### config.mk
export PLATFORM = sky130hd
export DESIGN_NAME = otc_ctrl
export DESIGN_NICKNAME = d
export VERILOG_FILES = /design/src/include/otc_pkg.sv /design/src/include/otc_cmp_if.sv /design/src/verilog/otc_fault_cmp.sv /design/src/verilog/otc_ctrl.sv
export SDC_FILE = /design/constraint.sdc
export NUM_CORES = 1
export LEC_CHECK = 0
export CORE_ASPECT_RATIO = 2
export CORE_MARGIN = 3
export CORE_UTILIZATION = 61
export CTS_CLUSTER_SIZE = 20
export DETAILED_ROUTE_END_ITERATION = 10
export DONT_BUFFER_PORTS = 1
export PLACE_DENSITY = 0.83
export SLEW_MARGIN = 15
export SYNTH_ARGS = -nofsm -noshare
export SYNTH_HDL_FRONTEND = slang
export SYNTH_SLANG_ARGS = --single-unit
### constraint.sdc
create_clock -name clk_sys_in -period 1.4 [get_ports clk_sys_in]
set_input_delay 0.07 -clock clk_sys_in [delete_from_list [all_inputs] [get_ports clk_sys_in]]
set_output_delay 0.07 -clock clk_sys_in [all_outputs]
set_load 0.05 [all_outputs]
### src/include/otc_pkg.sv
// Purpose: Shared constants and types for the test and calibration control block
// Assumes: Byte addresses are those of the management page that holds the register
// Notes: Reserved bits are never stored, so they always read back as zero
package otc_pkg;
  // Register location and reset value
  localparam logic [7:0] OTC_TEST_CAL_ADDR = 8'h10;
  localparam logic [7:0] OTC_TEST_CAL_RESET = 8'h00;
  // Writable bits; reserved positions are dropped on write
  localparam logic [7:0] OTC_TEST_CAL_WMASK = 8'h79;
  // Field positions inside the control register
  localparam int OTC_FAULT_COMPARE_DISABLE_BIT = 6;
  localparam int OTC_FAULT_CHANNEL_HOLD_BIT = 5;
  localparam int OTC_NV_WRITE_INHIBIT_BIT = 4;
  localparam int OTC_DAC_DIRECT_MODE_BIT = 3;
  localparam int OTC_FORCE_OUTPUTS_TEST_BIT = 0;
  // Widths
  localparam int OTC_DAC_W = 8;
  localparam int OTC_NUM_CH = 3;
  // Channel select code that names no comparator channel
  localparam logic [1:0] OTC_SEL_NONE = 2'h3;
  // Synchroniser depth for the external loss pin
  localparam int OTC_SYNC_DEPTH = 3;
  // Fault comparator channels, visited in this order
  typedef enum logic [1:0] {
    OTC_CH_BIAS,
    OTC_CH_TX_POWER,
    OTC_CH_RX_POWER
  } otc_chan_e;
endpackage

### src/include/otc_cmp_if.sv
// Purpose: Link between the control register logic and the fault comparator
// Assumes: Both ends run on the same clock
// Notes: Flags are sticky in the comparator and cleared by a one-cycle pulse
interface otc_cmp_if;
  logic run;
  logic hold;
  logic [1:0] sel;
  logic [otc_pkg::OTC_NUM_CH-1:0] cond;
  logic [otc_pkg::OTC_NUM_CH-1:0] clr;
  logic [otc_pkg::OTC_NUM_CH-1:0] flags;
  otc_pkg::otc_chan_e chan;
  modport ctrl (output run, output hold, output sel, output cond, output clr, input flags, input chan);
  modport cmp (input run, input hold, input sel, input cond, input clr, output flags, output chan);
endinterface

### src/verilog/otc_fault_cmp.sv
// Purpose: Scanning fault comparator with sticky fault flags
// Assumes: Raw over/under conditions come from same-clock logic
// Notes: One channel is examined per clock; bit order is bias, tx power, rx power
module otc_fault_cmp (
  // Clock and reset
  input wire logic clk_sys_in,
  input wire logic rst_in,
  // Control side
  otc_cmp_if.cmp bus
);
  import otc_pkg::*;

  typedef struct packed {
    otc_chan_e chan;
    logic [OTC_NUM_CH-1:0] flags;
  } otc_cmp_s;

  otc_cmp_s s_q, s_d;
  logic [1:0] exam;
  logic exam_ok;

  assign bus.flags = s_q.flags;
  assign bus.chan = s_q.chan;

  // Channel under test: held channel or the scanning one
  always_comb begin
    exam = bus.hold ? bus.sel : 2'(s_q.chan);
    exam_ok = bus.run && !(bus.hold && bus.sel == OTC_SEL_NONE);
  end

  // Scan, detect and latch; a set in the clear cycle wins
  always_comb begin
    s_d = s_q;
    if (bus.run && !bus.hold) begin
      s_d.chan = (s_q.chan == OTC_CH_RX_POWER) ? OTC_CH_BIAS : otc_chan_e'(2'(s_q.chan) + 2'h1);
    end
    s_d.flags = s_q.flags & ~bus.clr;
    if (exam_ok && bus.cond[exam]) begin
      s_d.flags[exam] = 1'b1;
    end
  end

  always_ff @(posedge clk_sys_in) begin
    if (rst_in) begin
      s_q <= '{chan: OTC_CH_BIAS, flags: '0};
    end else begin
      s_q <= s_d;
    end
  end
endmodule

### src/verilog/otc_ctrl.sv
// Purpose: Test and calibration control register with its output overrides
// Assumes: Serial engine presents decoded byte reads and writes on this clock
// Notes: Every output is registered, so a control change shows one clock later, and two later on the fault flags
// How it works
// - Disable bit set stops the fault comparator; clear lets it run.
// - Stopped comparator detects no bias, transmit power or receive power faults.
// - Already latched flags stay until cleared and do not set while stopped.
// - Channel hold bit makes the comparator examine one channel only.
// - Held channel comes from ADC control select; other channels ignore faults.
// - Write inhibit bit suppresses every nonvolatile programming cycle.
// - Inhibited writes still update working values but not backing storage.
// - Direct mode bypasses lookup tables; DACs take their register values.
// - Force bit drives transmit fault, interrupt and receive loss active.
// - Forced levels follow polarity configuration; receive loss source does not matter.
// - Forced interrupt only goes active while the OEM mask is clear.
// - Register clears at power-up; access needs a valid OEM password.
// - Interrupt asserts only with global enable high and OEM mask low.
module otc_ctrl (
  // Clock and reset
  input wire logic clk_sys_in,
  input wire logic rst_in,
  // Register access from the serial engine
  input wire logic reg_wr_in,
  input wire logic reg_rd_in,
  input wire logic [7:0] reg_addr_in,
  input wire logic [7:0] reg_wdata_in,
  input wire logic oem_pw_valid_in,
  output logic [7:0] reg_rdata_out,
  // Configuration from neighbouring registers
  input wire logic [1:0] adc_spin_sel_in,
  input wire logic oem_interrupt_mask_in,
  input wire logic global_interrupt_enable_in,
  input wire logic tx_fault_active_high_in,
  input wire logic rx_loss_active_high_in,
  input wire logic rx_loss_from_pin_in,
  // Fault sources and events
  input wire logic [otc_pkg::OTC_NUM_CH-1:0] fault_cond_in,
  input wire logic [otc_pkg::OTC_NUM_CH-1:0] fault_clear_in,
  input wire logic int_event_in,
  input wire logic rx_loss_pin_in,
  // Nonvolatile write path
  input wire logic nv_wr_req_in,
  output logic nv_working_wr_out,
  output logic nv_program_out,
  // Laser DAC values
  input wire logic [otc_pkg::OTC_DAC_W-1:0] bias_dac_reg_in,
  input wire logic [otc_pkg::OTC_DAC_W-1:0] bias_dac_table_in,
  input wire logic [otc_pkg::OTC_DAC_W-1:0] mod_dac_reg_in,
  input wire logic [otc_pkg::OTC_DAC_W-1:0] mod_dac_table_in,
  output logic [otc_pkg::OTC_DAC_W-1:0] bias_dac_out,
  output logic [otc_pkg::OTC_DAC_W-1:0] mod_dac_out,
  // Module outputs and status
  output logic transmit_fault_output_out,
  output logic interrupt_n_out,
  output logic receive_loss_output_out,
  output logic [otc_pkg::OTC_NUM_CH-1:0] fault_flags_out,
  output logic [7:0] test_cal_out
);
  import otc_pkg::*;

  typedef struct packed {
    logic [7:0] ctrl;
    logic [7:0] rdata;
    logic [OTC_SYNC_DEPTH-1:0] los_sync;
    logic los_pin;
    logic txf;
    logic int_n;
    logic receive_loss_output;
    logic nv_work;
    logic nv_prog;
    logic [OTC_DAC_W-1:0] bias_dac;
    logic [OTC_DAC_W-1:0] mod_dac;
    logic [OTC_NUM_CH-1:0] flags;
  } otc_state_s;

  localparam otc_state_s OTC_STATE_RESET = '{
    ctrl: OTC_TEST_CAL_RESET, rdata: 8'h00, los_sync: '0, los_pin: 1'b0, txf: 1'b0,
    int_n: 1'b1, receive_loss_output: 1'b0, nv_work: 1'b0, nv_prog: 1'b0, bias_dac: '0, mod_dac: '0, flags: '0};

  otc_state_s s_q, s_d;
  otc_cmp_if cmp_bus ();

  // Turn an active condition into a pin level of the chosen polarity
  function automatic logic otc_level(input logic active, input logic active_high);
    return active_high ? active : ~active;
  endfunction

  // Register hit only with a valid password
  function automatic logic otc_hit(input logic strobe, input logic [7:0] addr, input logic pw_ok);
    return strobe && pw_ok && addr == OTC_TEST_CAL_ADDR;
  endfunction

  // Run and hold come straight from the stored register; select, conditions and clears from inputs
  assign cmp_bus.run = ~s_q.ctrl[OTC_FAULT_COMPARE_DISABLE_BIT];
  assign cmp_bus.hold = s_q.ctrl[OTC_FAULT_CHANNEL_HOLD_BIT];
  assign cmp_bus.sel = adc_spin_sel_in;
  assign cmp_bus.cond = fault_cond_in;
  assign cmp_bus.clr = fault_clear_in;

  otc_fault_cmp u_cmp (
    .clk_sys_in(clk_sys_in),
    .rst_in(rst_in),
    .bus(cmp_bus.cmp)
  );

  // Next state: register access, pin sync and output overrides
  always_comb begin
    logic force_on;
    logic txf_act;
    logic int_act;
    logic los_act;
    force_on = 1'b0;
    txf_act = 1'b0;
    int_act = 1'b0;
    los_act = 1'b0;
    s_d = s_q;
    // Reserved bits are not stored, so stray ones written there cannot leak
    if (otc_hit(reg_wr_in, reg_addr_in, oem_pw_valid_in)) begin
      s_d.ctrl = reg_wdata_in & OTC_TEST_CAL_WMASK;
    end
    s_d.rdata = otc_hit(reg_rd_in, reg_addr_in, oem_pw_valid_in) ? s_q.ctrl : 8'h00;
    // Three-stage sync; a change counts once the last two stages agree
    s_d.los_sync = {s_q.los_sync[OTC_SYNC_DEPTH-2:0], rx_loss_pin_in};
    if (s_q.los_sync[1] == s_q.los_sync[2]) begin
      s_d.los_pin = s_q.los_sync[2];
    end
    force_on = s_q.ctrl[OTC_FORCE_OUTPUTS_TEST_BIT];
    txf_act = force_on | (|cmp_bus.flags);
    s_d.txf = otc_level(txf_act, tx_fault_active_high_in);
    // Both gates apply even in test, so a masked part never pulls the shared line
    int_act = global_interrupt_enable_in & ~oem_interrupt_mask_in & (force_on | int_event_in);
    s_d.int_n = ~int_act;
    los_act = force_on | (rx_loss_from_pin_in ? s_q.los_pin : cmp_bus.flags[OTC_CH_RX_POWER]);
    s_d.receive_loss_output = otc_level(los_act, rx_loss_active_high_in);
    s_d.nv_work = nv_wr_req_in;
    s_d.nv_prog = nv_wr_req_in & ~s_q.ctrl[OTC_NV_WRITE_INHIBIT_BIT];
    if (s_q.ctrl[OTC_DAC_DIRECT_MODE_BIT]) begin
      s_d.bias_dac = bias_dac_reg_in;
      s_d.mod_dac = mod_dac_reg_in;
    end else begin
      s_d.bias_dac = bias_dac_table_in;
      s_d.mod_dac = mod_dac_table_in;
    end
    s_d.flags = cmp_bus.flags;
  end

  // State register; reset loads the power-up image
  always_ff @(posedge clk_sys_in) begin
    if (rst_in) begin
      s_q <= OTC_STATE_RESET;
    end else begin
      s_q <= s_d;
    end
  end

  // Outputs straight from flip-flops
  assign reg_rdata_out = s_q.rdata;
  assign nv_working_wr_out = s_q.nv_work;
  assign nv_program_out = s_q.nv_prog;
  assign bias_dac_out = s_q.bias_dac;
  assign mod_dac_out = s_q.mod_dac;
  assign transmit_fault_output_out = s_q.txf;
  assign interrupt_n_out = s_q.int_n;
  assign receive_loss_output_out = s_q.receive_loss_output;
  assign fault_flags_out = s_q.flags;
  assign test_cal_out = s_q.ctrl;
endmodule

==> flow_summary.yaml <==
global_route:
  grt_start_max_net_pins: 37
  grt_pass1_vias: 1418
  antenna_found_initial: 0
  overflow: 0
  track_usage_pct: 25.1
  grt_pass1_wl_mm: 6.84
critical_path:
  cp.arrival_ns: 1.55
  path_cells: "buf_6 > o211ai_1 > dlygate4sd3_1"
  crit_path_end_kind: "flip-flop"
  worstPathMaxFanout: 4
  crit_path_start_kind: "flip-flop"
  cp_slowest_cell: "dlygate4sd3_1"
  required_ns: 1.64
  cp-startpoint: "test_cal_out[0]"
  reg2reg_from: "test_cal_out[0]"
  slowest_delay_ns: 0.58
  worstSetupPathType: "reg -> reg"
sta:
  clock_skew_ns: 0.00366
  tightest_slew_ns: 0.507
  finalCriticalPeriod_ns: 1.31
  fmax_mhz: 761
  tns_ns: 0
  hold_violations: 0
  finalSetupViolations: 0
  rsz0062_at_grt: "false"
  post-route-period-util_pct: 93.8
  slew_viol_final: 0
  relSlewSlack_pct: 66.1
synth:
  yosysSeqAreaShare_pct: 47.0
  synth_top_family_by_area: "buffers and inverters"
  yosysWarnings: 0
  synth.avg_cell_area_um2: 9.55
  synthSimpleGateAreaFrac_pct: 15.9
  synth_area_leaders: "dfxtp_1, buf_4, mux2i_1, nor2_1, nor2b_1"
  synth_top_cell_area_share_pct: 47.0
  synthMuxAreaShare_pct: 13.1
  ys_types: 28
  yosysTopAreaCell: "dfxtp_1"
  synthAdderAreaFrac_pct: 0
  synth_compound_area_share_pct: 5.32
  syn_inst: 192
  syn_area_um2: 1830
  synthXorXnorAreaFrac_pct: 0.956
  ys_seq_elements: 43
route:
  drt_iter0_drc: 28
  via_count: 1344
  detail-route-antenna-nets: 0
  wirelength_mm: 4.51
  dr.pass1.iters: 4
  wire_per_inst_um: 18.3
  post-route-drc-count: 0
  via_per_inst: 5.46
floorplan:
  die_area_um2: 3740
  num_rows: 27
  ios: 109
  coreArea_um2: 2800
  initial_utilization_pct: 65.4
  die_x_um: 44.8
  dieHeight_um: 83.5
final_layout:
  drive_above_1_share_pct: 8.33
  area.growth.synth_to_final_pct: 21.7
  n_fill_cell: 186
  postLayoutCoreUtil_pct: 79.6
  nets: 284
  mostFrequentLayoutCell: "dlygate4sd3_1"
  layout_common_cells: "dlygate4sd3_1, dfxtp_1, nor2_1"
power:
  leakage_nw: 0.907
  power_density_nw_per_um2: 1100
  max-vdd-ir-drop_mv: 1.10
clock_network:
  numCtsBuffers: 5
  clkTransAtPathRegs_ns: 0.08
  worstSkewPairLatency_ns: 0.29
  cts_tree: "yes"
  cts_sinks: 43
  cts_buffer_depth: 2
  ctsRootBufferMaster: "clkbuf_8"
  htreeDepth: 2
run_status:
  status: "complete, no violations"
flow_run:
  maxCapViolations: 0
min_path:
  worstHoldStart: "adc_spin_sel_in[1]"
  hp-class: "in -> reg"
placed_design:
  dp_hpwl_mm: 2.69
  gp_congestion: 0.659
  port_buffers: 0
[cell type report]
class	instances	area, um^2	area share [%]
diodes	1	2.50	0.112
clock inverters	2	12.5	0.561
multi-input cells	104	669	30.0
well taps	29	36.3	1.63
clock buffers	6	72.6	3.25
repair buffers	53	544	24.4
flip-flops and latches	43	863	38.7
inverters	8	30.0	1.35
[worst paths after layout]
path                        endpoint  slack, ns  cells after the start
setup / recovery     interrupt_n_out       0.09                      3
hold / removal    u_cmp.bus.flags[0]       0.04                      3
setup reg to reg     interrupt_n_out       0.09                      3
hold reg to reg              s_d[27]       0.44                      1
[synthesized netlist by cell type]
cell / number
nor4b_4: 1
a21oi_1: 4
o211ai_1: 2
or3_1: 1
o32ai_1: 2
nand4_2: 1
o22ai_1: 1
and2_1: 1
nor4_1: 1
nand2b_1: 4
or4_1: 1
buf_4: 35
nor2_1: 32
nor2b_1: 6
o2bb2ai_1: 1
clkbuf_1: 5
nand2_1: 4
inv_1: 8
dfxtp_1: 43
nand3_1: 1
o21ai_0: 6
xor2_1: 1
buf_2: 2
or3b_4: 1
mux2i_1: 24
xnor2_1: 1
conb_1: 1
nor3b_1: 2
[where the power goes]
group	total [mW]	internal (mW)	switching [mW]
combinational	0.271	0.146	0.125
sequential	1.44	1.27	0.161
clock	0.758	0.349	0.409
total	2.46	1.77	0.695
[state kept, by name (all words and copies together) (netlist names)]
register,count
u_cmp.bus.flags,3
mod_dac_out,8
reg_rdata_out,5
fault_flags_out,3
transmit_fault_output_out,1
nv_working_wr_out,1
interrupt_n_out,1
s_d,2
receive_loss_output_out,1
test_cal_out,5
s_q,2
nv_program_out,1
u_cmp.bus.chan,2
bias_dac_out,8
[through the flow]
stage | worst slack (ns) | std cells | hold WS [ns] | area [um^2] | power, mW
6_report | 0.0864 | 246 | 0.0388 | 2230 | 2.46
5_1_grt | 0.0192 | 245 | 0.0491 | 2230 | 2.55
4_1_cts | 0.0540 | 245 | 0.0277 | 2220 | 2.45
3_5_place_dp | 0.202 | 189 | 0.146 | 1650 | 1.60
3_3_place_gp | 0.309 | 189 | 0.144 | 1650 | 1.59
2_1_floorplan | 0.233 | 197 | 0.159 | 1850 | 1.64
[critical path: cells and delay by family, from the launching register on]
kind | cells | cell delay (ns)
AO/OA/AOI/OAI | 1 | 0.20
buffers and inverters | 2 | 0.73
flip-flops | 1 | 0.33
[routing by layer]
| metal | global-route usage, % | routed length, um | part of all wire (%) |
|---|---|---|---|
| met2 | 45.6 | 2540 | 56 |
| met5 | 0 | 0 | 0 |
| met4 | 11.0 | 150 | 3.3 |
| met3 | 7.13 | 358 | 7.9 |
| met1 | 24.2 | 1470 | 33 |
[logic make-up after synthesis]
kind of cell	after synthesis
buffers and inverters	50
muxes	24
AOI/OAI and AO/OA	16
DFF	43
and+or+nand+nor	56
xor gates and xnor gates	2
other	1
[repair_timing]
item / in CTS / in global routing
endpoints found under the setup margin: 0 / 2
hold endpoints to repair: 38 / 0
resized for setup: 0 / 3
hold buffers: 48 / 0
setup buffers: 0 / 0
(Power assumes the default switching activity.)
